===== src/hdl/scd_map.vh =====
`ifndef SCD_MAP_VH
`define SCD_MAP_VH

// Register selects on the special function register port
`define SCD_SEL_CTRL  2'h0
`define SCD_SEL_RATE  2'h1
`define SCD_SEL_DATA  2'h2

// Reset values
`define SCD_CTRL_RST  8'h00
`define SCD_RATE_RST  8'h00
`define SCD_DATA_RST  8'h00

// Control register bit positions
`define SCD_B_BUSY    7
`define SCD_B_EN      6
`define SCD_B_STA     5
`define SCD_B_STO     4
`define SCD_B_SI      3
`define SCD_B_AA      2
`define SCD_B_FTE     1
`define SCD_B_TOE     0

// Timing counts
`define SCD_TMR_END   8'hFF
`define SCD_FT_END    9'h100
`define SCD_FREE_TICKS 4'hA
`define SCD_ACK_BIT   4'h8
`define SCD_LAST_BIT  4'h7
`define SCD_END_BIT   4'h9

`endif


===== src/hdl/scd_core.v =====
// Operation
// - Start request with idle bus in master use generates a START.
// - Start request on an occupied bus waits for a STOP or the bus free timeout first.
// - Start request after a moved byte, before STOP, gives repeated START.
// - Writing one to the stop request bit as master drives a STOP.
// - Stop request bit clears when a STOP is seen on the bus.
// - Start and stop requested together as master: STOP first, then START.
// - Stop request as slave acts as received STOP, nothing driven.
// - Interrupt flag sets on entry to the hold state or on arbitration loss, never idle.
// - Interrupt flag never clears by hardware; software writes zero.
// - Acknowledge slot drives SDA low if acknowledge select is one and a byte is being received.
// - Bus free timer enable gates the SCL-high timeout.
// - Clock-rate value preloads an up-counter; rollover toggles SCL.
// - SCL low time is 256 minus clock-rate value clocks.
// - SCL high time is about 258 minus value clocks plus rise time.
// - Bus free timeout is ten times (256 minus value plus one) clocks.
// - Data shifts out onto SDA most significant bit first.
// - First received bit lands in the most significant bit.
// - Shifting out also shifts SDA in; register holds last bus byte.
// - Arbitration loss turns master transmitter into slave receiver, data kept.
// - Enable bit attaches interface; clearing detaches and drops bus state.
// - Flag set with SCL low holds SCL low until flag cleared and the receive FIFO has room.
// - SCL-low timeout enable reloads timer on SCL high, counts on low.
`timescale 1ns/1ps
`include "scd_map.vh"
module scd_core #(
    parameter FIFO_DEPTH = 4
) (
    input  wire       core_clk,   // System clock, 125 MHz
    input  wire       arst_n,     // Asynchronous reset, active low
    input  wire [1:0] reg_sel,    // Register select
    input  wire       reg_wr,     // Register write strobe
    input  wire [7:0] reg_wdata,  // Register write data
    output reg  [7:0] reg_rdata,  // Selected register, one cycle later
    input  wire       irq_enable, // Serial interrupt enable from CPU
    output wire       irq_req,    // Interrupt request
    input  wire       scl_i,      // SCL pin level
    output wire       scl_o,      // SCL output value, always low
    output wire       scl_oe,     // SCL pull-low enable
    input  wire       sda_i,      // SDA pin level
    output wire       sda_o,      // SDA output value, always low
    output wire       sda_oe,     // SDA pull-low enable
    output wire       tmo_reload, // Force SCL-low timer reload
    output wire       tmo_count,  // Force SCL-low timer count
    output wire [7:0] rx_data,    // Received byte
    output wire       rx_valid,   // Received byte available
    input  wire       rx_ready    // Received byte taken
);
    localparam S_IDLE  = 8'h01;
    localparam S_START = 8'h02;
    localparam S_LOW   = 8'h04;
    localparam S_HIGH  = 8'h08;
    localparam S_HOLD  = 8'h10;
    localparam S_STOP  = 8'h20;
    localparam S_SLV   = 8'h40;
    localparam S_RSTA  = 8'h80;

    reg  [7:0] st_r;
    reg  [7:0] tmr_r;
    reg  [3:0] bit_r;
    reg  [7:0] data_r;
    reg  [7:0] rate_r;
    reg        en_r, sta_r, sto_r, si_r, aa_r, fte_r, toe_r;
    reg        busy_r, master_r, rxm_r, first_r, moved_r;
    reg        scl_drv_r, sda_drv_r, ev_r, sclr_r, push_r;
    reg        scl_d_r, sda_d_r;
    reg  [8:0] ft_r;
    reg  [3:0] fc_r;
    wire       scl_s, sda_s;
    wire       fifo_ok;
    wire       tick, tx, scl_rise, scl_fall;
    wire       start_det, stop_det, free_to;
    wire       wr_ctrl, wr_data;

    scd_sync #(.W(2)) u_sync (
        .core_clk (core_clk),
        .arst_n   (arst_n),
        .d_in     ({scl_i, sda_i}),
        .d_out    ({scl_s, sda_s})
    );

    scd_fifo #(.W(8), .D(FIFO_DEPTH)) u_fifo (
        .core_clk  (core_clk),
        .arst_n    (arst_n),
        .in_valid  (push_r),
        .in_ready  (fifo_ok),
        .in_data   (data_r),
        .out_valid (rx_valid),
        .out_ready (rx_ready),
        .out_data  (rx_data)
    );

    assign scl_o   = 1'b0;
    assign sda_o   = 1'b0;
    assign scl_oe  = scl_drv_r;
    assign sda_oe  = sda_drv_r;
    assign irq_req = si_r & irq_enable;
    assign tmo_reload = en_r & toe_r & scl_s;
    assign tmo_count  = en_r & toe_r & ~scl_s;

    assign wr_ctrl   = reg_wr & (reg_sel == `SCD_SEL_CTRL);
    assign wr_data   = reg_wr & (reg_sel == `SCD_SEL_DATA);
    assign tick      = (tmr_r == `SCD_TMR_END);
    assign tx        = first_r | ~rxm_r;
    assign scl_rise  = scl_s & ~scl_d_r;
    assign scl_fall  = ~scl_s & scl_d_r;
    assign start_det = scl_s & scl_d_r & sda_d_r & ~sda_s;
    assign stop_det  = scl_s & scl_d_r & ~sda_d_r & sda_s;
    assign free_to   = (ft_r == `SCD_FT_END) &
                       (fc_r == `SCD_FREE_TICKS - 4'h1);

    always @(posedge core_clk or negedge arst_n) begin
        if (!arst_n) begin
            scl_d_r <= 1'b1;
            sda_d_r <= 1'b1;
        end else begin
            scl_d_r <= scl_s;
            sda_d_r <= sda_s;
        end
    end

    // Software registers; hardware sets beat software clears
    always @(posedge core_clk or negedge arst_n) begin
        if (!arst_n) begin
            en_r   <= 1'b0;
            sta_r  <= 1'b0;
            sto_r  <= 1'b0;
            si_r   <= 1'b0;
            aa_r   <= 1'b0;
            fte_r  <= 1'b0;
            toe_r  <= 1'b0;
            rate_r <= `SCD_RATE_RST;
        end else begin
            if (wr_ctrl) begin
                en_r  <= reg_wdata[`SCD_B_EN];
                sta_r <= reg_wdata[`SCD_B_STA];
                aa_r  <= reg_wdata[`SCD_B_AA];
                fte_r <= reg_wdata[`SCD_B_FTE];
                toe_r <= reg_wdata[`SCD_B_TOE];
            end
            if (wr_ctrl & reg_wdata[`SCD_B_STO]) begin
                sto_r <= 1'b1;
            end else if (stop_det | sclr_r) begin
                sto_r <= 1'b0;
            end else if (wr_ctrl) begin
                sto_r <= 1'b0;
            end
            if (ev_r) begin
                si_r <= 1'b1;
            end else if (wr_ctrl & ~reg_wdata[`SCD_B_SI]) begin
                si_r <= 1'b0;
            end
            if (reg_wr & (reg_sel == `SCD_SEL_RATE)) begin
                rate_r <= reg_wdata;
            end
        end
    end

    always @(posedge core_clk or negedge arst_n) begin
        if (!arst_n) begin
            reg_rdata <= 8'h00;
        end else begin
            case (reg_sel)
                `SCD_SEL_CTRL: reg_rdata <= {busy_r, en_r, sta_r, sto_r,
                                             si_r, aa_r, fte_r, toe_r};
                `SCD_SEL_RATE: reg_rdata <= rate_r;
                `SCD_SEL_DATA: reg_rdata <= data_r;
                default:       reg_rdata <= 8'h00;
            endcase
        end
    end

    // Bus occupancy and free timeout while SCL stays high
    always @(posedge core_clk or negedge arst_n) begin
        if (!arst_n) begin
            busy_r <= 1'b0;
            ft_r   <= 9'h000;
            fc_r   <= 4'h0;
        end else if (!en_r) begin
            busy_r <= 1'b0;
            ft_r   <= 9'h000;
            fc_r   <= 4'h0;
        end else begin
            if (start_det) begin
                busy_r <= 1'b1;
            end else if (stop_det | free_to) begin
                busy_r <= 1'b0;
            end
            if (!(fte_r & busy_r & scl_s)) begin
                ft_r <= {1'b0, rate_r};
                fc_r <= 4'h0;
            end else if (ft_r == `SCD_FT_END) begin
                ft_r <= {1'b0, rate_r};
                fc_r <= free_to ? 4'h0 : fc_r + 4'h1;
            end else begin
                ft_r <= ft_r + 9'h001;
            end
        end
    end

    always @(posedge core_clk or negedge arst_n) begin
        if (!arst_n) begin
            st_r      <= S_IDLE;
            tmr_r     <= 8'h00;
            bit_r     <= 4'h0;
            data_r    <= `SCD_DATA_RST;
            master_r  <= 1'b0;
            rxm_r     <= 1'b0;
            first_r   <= 1'b0;
            moved_r   <= 1'b0;
            scl_drv_r <= 1'b0;
            sda_drv_r <= 1'b0;
            ev_r      <= 1'b0;
            sclr_r    <= 1'b0;
            push_r    <= 1'b0;
        end else begin
            ev_r   <= 1'b0;
            sclr_r <= 1'b0;
            push_r <= 1'b0;
            if (wr_data) begin
                data_r <= reg_wdata;
            end
            if (!en_r) begin
                st_r      <= S_IDLE;
                master_r  <= 1'b0;
                scl_drv_r <= 1'b0;
                sda_drv_r <= 1'b0;
                bit_r     <= 4'h0;
            end else begin
                case (st_r)
                S_IDLE: begin
                    scl_drv_r <= 1'b0;
                    sda_drv_r <= 1'b0;
                    if (sta_r & ~busy_r) begin
                        st_r      <= S_START;
                        tmr_r     <= rate_r;
                        sda_drv_r <= 1'b1;
                    end else if (sto_r & ~master_r) begin
                        sclr_r <= 1'b1;
                    end else if (start_det) begin
                        st_r  <= S_SLV;
                        bit_r <= 4'h0;
                    end
                end
                S_START: begin
                    tmr_r <= tmr_r + 8'h01;
                    if (tick) begin
                        scl_drv_r <= 1'b1;
                        master_r  <= 1'b1;
                        first_r   <= 1'b1;
                        moved_r   <= 1'b0;
                        ev_r      <= 1'b1;
                        st_r      <= S_HOLD;
                    end
                end
                S_HOLD: begin
                    scl_drv_r <= 1'b1;
                    // Ack or START level let go a cycle after SCL fell
                    if (ev_r) begin
                        sda_drv_r <= 1'b0;
                    end
                    if (!si_r & fifo_ok & !ev_r) begin
                        tmr_r <= rate_r;
                        if (!master_r) begin
                            scl_drv_r <= 1'b0;
                            st_r      <= S_SLV;
                        end else if (sto_r) begin
                            sda_drv_r <= 1'b1;
                            st_r      <= S_STOP;
                        end else if (sta_r & moved_r) begin
                            sda_drv_r <= 1'b0;
                            st_r      <= S_RSTA;
                        end else begin
                            bit_r     <= 4'h0;
                            sda_drv_r <= tx & ~data_r[7];
                            st_r      <= S_LOW;
                        end
                    end
                end
                S_RSTA: begin
                    if (scl_drv_r) begin
                        tmr_r <= tmr_r + 8'h01;
                        if (tick) begin
                            scl_drv_r <= 1'b0;
                            tmr_r     <= rate_r;
                        end
                    end else if (!scl_s) begin
                        tmr_r <= rate_r;
                    end else if (!tick) begin
                        tmr_r <= tmr_r + 8'h01;
                    end else begin
                        sda_drv_r <= 1'b1;
                        tmr_r     <= rate_r;
                        st_r      <= S_START;
                    end
                end
                S_LOW: begin
                    tmr_r <= tmr_r + 8'h01;
                    // Data moves only once SCL is already low
                    if (bit_r == `SCD_ACK_BIT) begin
                        sda_drv_r <= ~tx & aa_r;
                    end else begin
                        sda_drv_r <= tx & ~data_r[7];
                    end
                    if (tick) begin
                        scl_drv_r <= 1'b0;
                        tmr_r     <= rate_r;
                        st_r      <= S_HIGH;
                    end
                end
                S_HIGH: begin
                    // High count starts once the line is seen high
                    if (!scl_s) begin
                        tmr_r <= rate_r;
                    end else if (!tick) begin
                        tmr_r <= tmr_r + 8'h01;
                    end else begin
                        tmr_r     <= rate_r;
                        scl_drv_r <= 1'b1;
                        if (bit_r != `SCD_ACK_BIT) begin
                            data_r <= {data_r[6:0], sda_s};
                        end
                        if (first_r & (bit_r == `SCD_LAST_BIT)) begin
                            rxm_r <= sda_s;
                        end
                        if ((bit_r != `SCD_ACK_BIT) & tx &
                            ~sda_drv_r & ~sda_s) begin
                            master_r  <= 1'b0;
                            scl_drv_r <= 1'b0;
                            sda_drv_r <= 1'b0;
                            ev_r      <= 1'b1;
                            bit_r     <= bit_r + 4'h1;
                            st_r      <= S_SLV;
                        end else if (bit_r == `SCD_ACK_BIT) begin
                            ev_r      <= 1'b1;
                            moved_r   <= 1'b1;
                            push_r    <= ~tx;
                            first_r   <= 1'b0;
                            st_r      <= S_HOLD;
                        end else begin
                            bit_r <= bit_r + 4'h1;
                            st_r  <= S_LOW;
                        end
                    end
                end
                S_STOP: begin
                    if (scl_drv_r) begin
                        tmr_r <= tmr_r + 8'h01;
                        if (tick) begin
                            scl_drv_r <= 1'b0;
                            tmr_r     <= rate_r;
                        end
                    end else if (!scl_s) begin
                        tmr_r <= rate_r;
                    end else begin
                        tmr_r <= tmr_r + 8'h01;
                        if (tick) begin
                            sda_drv_r <= 1'b0;
                            master_r  <= 1'b0;
                            st_r      <= S_IDLE;
                        end
                    end
                end
                S_SLV: begin
                    if (sto_r) begin
                        sda_drv_r <= 1'b0;
                        sclr_r    <= 1'b1;
                        st_r      <= S_IDLE;
                    end else if (stop_det) begin
                        sda_drv_r <= 1'b0;
                        st_r      <= S_IDLE;
                    end else if (start_det) begin
                        bit_r <= 4'h0;
                    end else if (scl_rise) begin
                        bit_r <= bit_r + 4'h1;
                        if (bit_r < `SCD_ACK_BIT) begin
                            data_r <= {data_r[6:0], sda_s};
                        end
                    end else if (scl_fall) begin
                        if (bit_r == `SCD_ACK_BIT) begin
                            sda_drv_r <= aa_r;
                        end else if (bit_r == `SCD_END_BIT) begin
                            sda_drv_r <= 1'b0;
                            bit_r     <= 4'h0;
                            if (aa_r) begin
                                ev_r      <= 1'b1;
                                push_r    <= 1'b1;
                                scl_drv_r <= 1'b1;
                                st_r      <= S_HOLD;
                            end
                        end
                    end
                end
                default: begin
                    st_r <= S_IDLE;
                end
                endcase
            end
        end
    end
endmodule // scd_core


===== src/hdl/scd_sync.v =====
`timescale 1ns/1ps
module scd_sync #(
    parameter W = 2
) (
    input  wire         core_clk, // System clock
    input  wire         arst_n,   // Asynchronous reset, active low
    input  wire [W-1:0] d_in,     // Asynchronous levels
    output wire [W-1:0] d_out     // Synchronised levels
);
    reg [W-1:0] meta_r;
    reg [W-1:0] sync_r;

    // Idle bus lines read high
    always @(posedge core_clk or negedge arst_n) begin
        if (!arst_n) begin
            meta_r <= {W{1'b1}};
            sync_r <= {W{1'b1}};
        end else begin
            meta_r <= d_in;
            sync_r <= meta_r;
        end
    end

    assign d_out = sync_r;
endmodule // scd_sync


===== src/hdl/scd_fifo.v =====
`timescale 1ns/1ps
module scd_fifo #(
    parameter W = 8,
    parameter D = 4
) (
    input  wire         core_clk,  // System clock
    input  wire         arst_n,    // Asynchronous reset, active low
    input  wire         in_valid,  // Write request
    output wire         in_ready,  // Space available
    input  wire [W-1:0] in_data,   // Write data
    output wire         out_valid, // Data available
    input  wire         out_ready, // Read accept
    output wire [W-1:0] out_data   // Head entry
);
    localparam AW = (D > 1) ? $clog2(D) : 1;

    reg [W-1:0] mem_r [0:D-1];
    reg [AW-1:0] wp_r;
    reg [AW-1:0] rp_r;
    reg [AW:0]   cnt_r;
    wire         push;
    wire         pop;

    assign in_ready  = (cnt_r != D[AW:0]);
    assign out_valid = (cnt_r != {(AW+1){1'b0}});
    assign push      = in_valid & in_ready;
    assign pop       = out_valid & out_ready;
    assign out_data  = mem_r[rp_r];

    always @(posedge core_clk) begin
        if (push) begin
            mem_r[wp_r] <= in_data;
        end
    end

    // Pointers wrap at D, which must be a power of two
    always @(posedge core_clk or negedge arst_n) begin
        if (!arst_n) begin
            wp_r  <= {AW{1'b0}};
            rp_r  <= {AW{1'b0}};
            cnt_r <= {(AW+1){1'b0}};
        end else begin
            if (push) begin
                wp_r <= wp_r + 1'b1;
            end
            if (pop) begin
                rp_r <= rp_r + 1'b1;
            end
            if (push & ~pop) begin
                cnt_r <= cnt_r + 1'b1;
            end else if (pop & ~push) begin
                cnt_r <= cnt_r - 1'b1;
            end
        end
    end
endmodule // scd_fifo


===== config.mk =====
export PLATFORM = sky130hd
export DESIGN_NAME = scd_core
export DESIGN_NICKNAME = d
export VERILOG_FILES = /design/src/hdl/scd_core.v /design/src/hdl/scd_sync.v /design/src/hdl/scd_fifo.v
export VERILOG_INCLUDE_DIRS = /design/src /design/src/hdl
export SDC_FILE = /design/constraint.sdc
export NUM_CORES = 1
export LEC_CHECK = 0
export BUFFER_PORTS_ARGS = -buffer_cell sky130_fd_sc_hd__buf_2
export CAP_MARGIN = 10
export CORE_AREA = 5 5 159 115
export CTS_CLUSTER_SIZE = 12
export DETAILED_ROUTE_END_ITERATION = 7
export DIE_AREA = 0 0 164 120
export GPL_TIMING_DRIVEN = 0
export PLACE_DENSITY_LB_ADDON = 0.1
export SLEW_MARGIN = 20
export SYNTH_ARGS = -nofsm -noshare
export SYNTH_HDL_FRONTEND = slang
export SYNTH_SLANG_ARGS = --single-unit

===== constraint.sdc =====
create_clock -name core_clk -period 3.2 [get_ports core_clk]
set_clock_uncertainty 0.1 [all_clocks]
set_input_delay 0.48 -clock core_clk [delete_from_list [all_inputs] [get_ports core_clk]]
set_output_delay 0.48 -clock core_clk [all_outputs]
set_load 0.02 [all_outputs]

# ---- Word level (Yosys, flattened, before mapping)
# Memory sizes are Yosys's and may differ from the RTL's.
# Index checks and enable logic that the tools add are counted.
dict set report totals {
  input_bits 17
  output_inout_bits 24
  ff_bits 87
  ram_bits 32
  n_memories 1
}
# name depth width rd rd_ports_with_merged_regs write_ports line_no
set memory_table {}
lappend memory_table {u_fifo.mem_r 4 8 1 0 1 scd_fifo.v:17} ;# reg [W-1:0] mem_r [0:D-1];
dict set report classes {
  eq_ne 70
  add_sub_neg 8
  n_mux 168
  reduce_logical 18
  bitwise 50
  n_lt_le_gt_ge 1
}
# op n
set ops {}
lappend ops {{$mux W8} 43}
lappend ops {{$mux W4} 23}
lappend ops {{$mux W1} 82}
lappend ops {{$ne A3 B3 Y1 const B} 25}
lappend ops {{$pmux W8 S8} 1}
lappend ops {{$pmux W8 S7} 1}
lappend ops {{$ne A5 B5 Y1 const B} 9}
lappend ops {{$and A1 B1 Y1} 34}
lappend ops {{$mux W9} 3}
lappend ops {{$pmux W8 S3} 1}
lappend ops {{$reduce_and A19 Y1} 1}
lappend ops {{$eq A8 B8 Y1 const B} 2}
lappend ops {{$ne A4 B4 Y1 const B} 4}
lappend ops {{$pmux W4 S4} 1}
lappend ops {{$pmux W8 S2} 1}
lappend ops {{$reduce_and A16 Y1} 1}
lappend ops {{$pmux W1 S7} 2}
lappend ops {{$reduce_and A14 Y1} 1}
lappend ops {{$not A1 Y1} 13}
lappend ops {{$reduce_and A13 Y1} 1}
lappend ops {{$eq A4 B4 Y1 const B} 3}
lappend ops {{$ne A2 B2 Y1 const B} 6}
lappend ops {{$add A9 B1 Y9 const B} 1}
lappend ops {{$eq A9 B9 Y1 const B} 1}
lappend ops {{other kinds (40)} 55}

# ---- Longest topological paths before layout
dict set report logic_depth {
  word_depth 10
  ltp_mapped 11
  ltp_nobuf 9
}

# ---- By module
# From an unflattened synthesis, not the netlist that was laid out.
dict set report hier_totals {
  cells_unflattened 617
  area_unflattened_um2 6742.7
}
# mod area_each_um2 cells_each instances
set modules_own_cells {}
lappend modules_own_cells {scd_core 5038.6 536 1}
lappend modules_own_cells {scd_fifo 1599.0 77 1}
lappend modules_own_cells {scd_sync 105.1 4 1}

# ---- Worst setup path before layout
# No wires, ideal clock.
dict set report synth_timing {
  path_kind {register to register}
  start {register st_r[0]}
  end {register st_r[7]}
  t_arrival_ps 2632
  path_stages_with_launch 10
  n_path_buf 2
  setup_slack_ps 391
  t_required_ps 3022
  setup_ps 78
  path_cell_list {dfstp_2 clkbuf_2 or4_4 or4_1 buf_2 a211oi_2 or4b_4 or3_4 or4_1 a21boi_1}
}
dict set report synth_between {
  elab_chain_cells 3
  word_cells_on_any_way 30
  cone_classes {27 x eq/ne; 2 x mux; 1 x reduce/logical}
}
# element line_no
set synth_rtl {}
lappend synth_rtl {{start, declared} scd_core.v:58} ;# reg [7:0] st_r;
lappend synth_rtl {{start signal, assigned} scd_core.v:203} ;# st_r <= S_IDLE;
lappend synth_rtl {{start signal, assigned} scd_core.v:224} ;# st_r <= S_IDLE;
lappend synth_rtl {{start signal, assigned} scd_core.v:235} ;# st_r <= S_START;
lappend synth_rtl {{$eq A8 B7 Y1 (tied with other cells)} scd_core.v:230} ;# case (st_r)
lappend synth_rtl {{$ne A5 B5 Y1 (no line) (tied with other cells)} n/a}
lappend synth_rtl {{$reduce_and A19 Y1 (no line) / $mux W8 (equally long branches)} n/a}
# Several ways; a longest one is shown, not always the timed one.
# A chain may end at the register's enable or synchronous reset.

# ---- Worst setup path in the final report
# Same ends and word-level chain as after synthesis.

==> results.md <==
- Status: complete, no violations
- Routed WL: 18.4 mm
- Total power: 0.00517 W
- Max cap viols: 0
- Worst r2r path cells: 9
- Crit path launch: st_r[0]$_DFFE_PN1P_
- Synth Register Bits: 119
- CP Data Arrival Time: 3.35 ns
- Max-slew violation count: 0
- GRT Total Usage: 0.194
- Fraction of the mapped netlist area in simple logic gates: 0.205
- Clk Tree Root Cell: clkbuf_16
- Final period util: 0.970
- Vias: 5125
- Nets@finish: 709
- # H-tree levels: 4
- Drt first-iter violations: 498
- Initial Utilization: 0.389
- Worst R2R Start: st_r[0]$_DFFE_PN1P_
- Cell variety after synth: 84
- CP Capture Type: flip-flop
- Slew headroom: 0.232
- DIE WIDTH: 164 µm
- Placement Rows: 40
- Post-Synth XOR/XNOR Area: 0.0269
- Power per standard cell area: 674 nW/µm²
- Layout cell share with drive strength beyond 1: 0.205
- Ys Warns: 0
- Ports: 41
- Largest net degree at the start of global routing: 55
- Actual slew at the worst max-slew pin: 1.14 ns
- Worst reg2reg setup slack: 0.1 ns
- Routed vias/inst: 5.56
- Post-synthesis mux area share: 0.0860
- Clk buf depth: 2
- Layout area overhead: 18.0%
- Setup Viol. Count Final: 0
- Fin. Hold Viols: 0
- Commonest cells after routing, fill and taps aside: dfrtp_1 (80), nand2_1 (68), o21ai_0 (47)
- Clock Pin Slew Worst Setup and Hold Paths: 0.06 ns
- Netlist Area Pre-Place: 6500 µm²
- Pleak: 3.21 nW
- Post-synth EDFFs: 32
- Post-DRT Antenna Nets: 0
- Commonest non-fill, non-tap cell in the layout: dfrtp_1
- Detailed placement HPWL: 13.4 mm
- Grt total ovfl: 0
- Synthesized instance count: 615
- CP Launch Type: flip-flop
- Critical Path RT: 3.44 ns
- Synth Flop Type: dfrtp_1
- Number of global-route vias before repair: 5010
- Die ar.: 19700 µm²
- I/O Buffers: 38
- Clk_lat worst skew: 0.42 ns
- Critical Path End: st_r[7]$_DFFE_PN0P_
- Tmin final: 3.10 ns
- Die Height: 120 µm
- Synth Area in Compound Gates: 0.132
- WS Path Type: flip-flop to flip-flop
- Crit path max fanout: 9
- Drt first pass iters: 5
- FF-to-FF End: st_r[7]$_DFFE_PN0P_
- Combinational family with the most area after synthesis: simple AND/OR/NAND/NOR gates
- Fin util: 0.459
- Avg Inst Size Synth: 10.6 µm²
- TritonCTS clock tree: yes
- Hold Path Class: input pin to flip-flop
- DRC: 0
- DR WL/cell: 19.9 µm
- ANT cells: 0
- Fmax: 322 MHz
- First-pass GRT wire length: 29.6 mm
- Synth Area in Adders: 0.0281
- Sequential element share of the synthesized area: 0.484
- CTS Buf Count: 17
- Antenna violations before repair: 0
- Sink Count: 119
- Async S/R FF share, synth: 0.731
- Final Wtd Congestion: 0.874
- Worst IR Drop VDD: 305 µV
- Core ar.: 16700 µm²
## registers in the layout, summed over array words and instances, names as in the netlist, 2 cells and up
register	count
u_fifo.cnt_r	3
u_fifo.rp_r	2
fc_r	4
tmr_r	8
u_sync.meta_r	2
st_r	8
u_sync.d_out	2
bit_r	4
rate_r	8
reg_rdata	8
data_r	8
u_fifo.mem_r	32
ft_r	9
u_fifo.wp_r	2
## kinds of logic after synthesis
| kind of cell | count (synthesis) |
|---|---|
| other | 1 |
| xor gates and xnor gates | 20 |
| buffers and inverters | 55 |
| muxes | 44 |
| DFF | 119 |
| adders and majority gates | 14 |
| and+or+nand+nor | 233 |
| AOI/OAI and AO/OA | 129 |
## worst max-delay path, cell delays in order, from the launching register on
cell      delay (ns)
dfstp_2         0.51
clkbuf_2        0.19
or4_4           0.21
or4_1           0.12
clkbuf_4        0.20
a211oi_2        0.07
or4b_4          0.51
or3_4           0.43
or4_1           0.53
a21boi_1        0.16
## power by group
group          switching (W)  internal [W]
logic               0.000737      0.000487
clock network       0.000774       0.00108
registers           0.000285       0.00180
## per-stage QoR
step	hold slack, ns	worst slack (ns)	area, µm²	std cells	setup TNS (ns)
floorplan	0.0844	0.391	6500	616	0
global placement	0.250	-0.321	6980	885	-2.18
detailed placement	0.251	-0.389	7020	886	-2.62
CTS	0.0360	0.0219	7630	921	0
global route	0.0354	-0.00378	7670	922	-0.00378
finish	0.0536	0.0959	7670	922	0
## final cells by class
cell class | instances | area, µm²
fillers | 1638 | 9050
multi-input cells | 442 | 3160
flip-flops and latches | 119 | 3150
clock buffers | 17 | 425
well taps | 231 | 289
repair buffers | 43 | 256
plain buffers | 37 | 184
clock inverters | 15 | 141
inverters | 18 | 67.6
## Yosys cell counts (4+ instances only)
cell type	n	area (µm²)
nand4b_1	6	52.6
buf_2	5	25.0
a22oi_1	4	30.0
mux2i_1	21	210
dfstp_2	7	184
buf_1	4	15.0
nor3_1	11	55.1
o311ai_0	4	35.0
nand3_1	27	135
buf_4	4	30.0
nand4_1	8	50.1
nor4b_1	6	52.6
nand2b_1	8	50.1
a22o_1	4	35.0
dfrtp_1	80	2000
xor2_1	9	78.8
ha_1	13	163
mux4_2	8	180
nor2_1	31	116
nor2b_1	10	62.6
inv_1	18	67.6
and3_1	14	87.6
nor4_1	4	25.0
or3_1	4	25.0
xnor2_1	11	96.3
clkbuf_1	19	71.3
nand2_1	68	255
a21oi_1	23	115
nand3b_1	5	37.5
o21ai_0	47	235
mux2_2	15	169
o211a_1	6	60.1
edfxtp_1	32	961
## worst min path at each step
stage,start,endpoint,slack (ns),cells after the start
after detailed placement,u_sync.meta_r[0]$_DFF_PN1_,u_sync.d_out[0]$_DFF_PN1_,0.25,0
after CTS,sda_i,u_sync.meta_r[0]$_DFF_PN1_,0.04,1
final,scl_i,u_sync.meta_r[1]$_DFF_PN1_,0.05,1
after global routing,sda_i,u_sync.meta_r[0]$_DFF_PN1_,0.04,1
after global placement,u_sync.meta_r[0]$_DFF_PN1_,u_sync.d_out[0]$_DFF_PN1_,0.25,0
after floorplan,arst_n,aa_r$_DFFE_PN0P_,0.08,0
## metal layers
layer / global-route usage / wire (µm)
met1: 0.302 / 9340
met4: 0.0581 / 245
met2: 0.266 / 7580
met3: 0.0450 / 1200
met5: 0 / 0
## timing repair
item                       CTS  global route
gates cloned                 0             0
setup endpoints to repair   11            14
buffers inserted             2             1
resized for setup            4             6
pin swaps                    1             1
hold buffers                 1             0
hold endpoints to repair    26             0
Note: power is estimated with default switching activity, not from simulation.
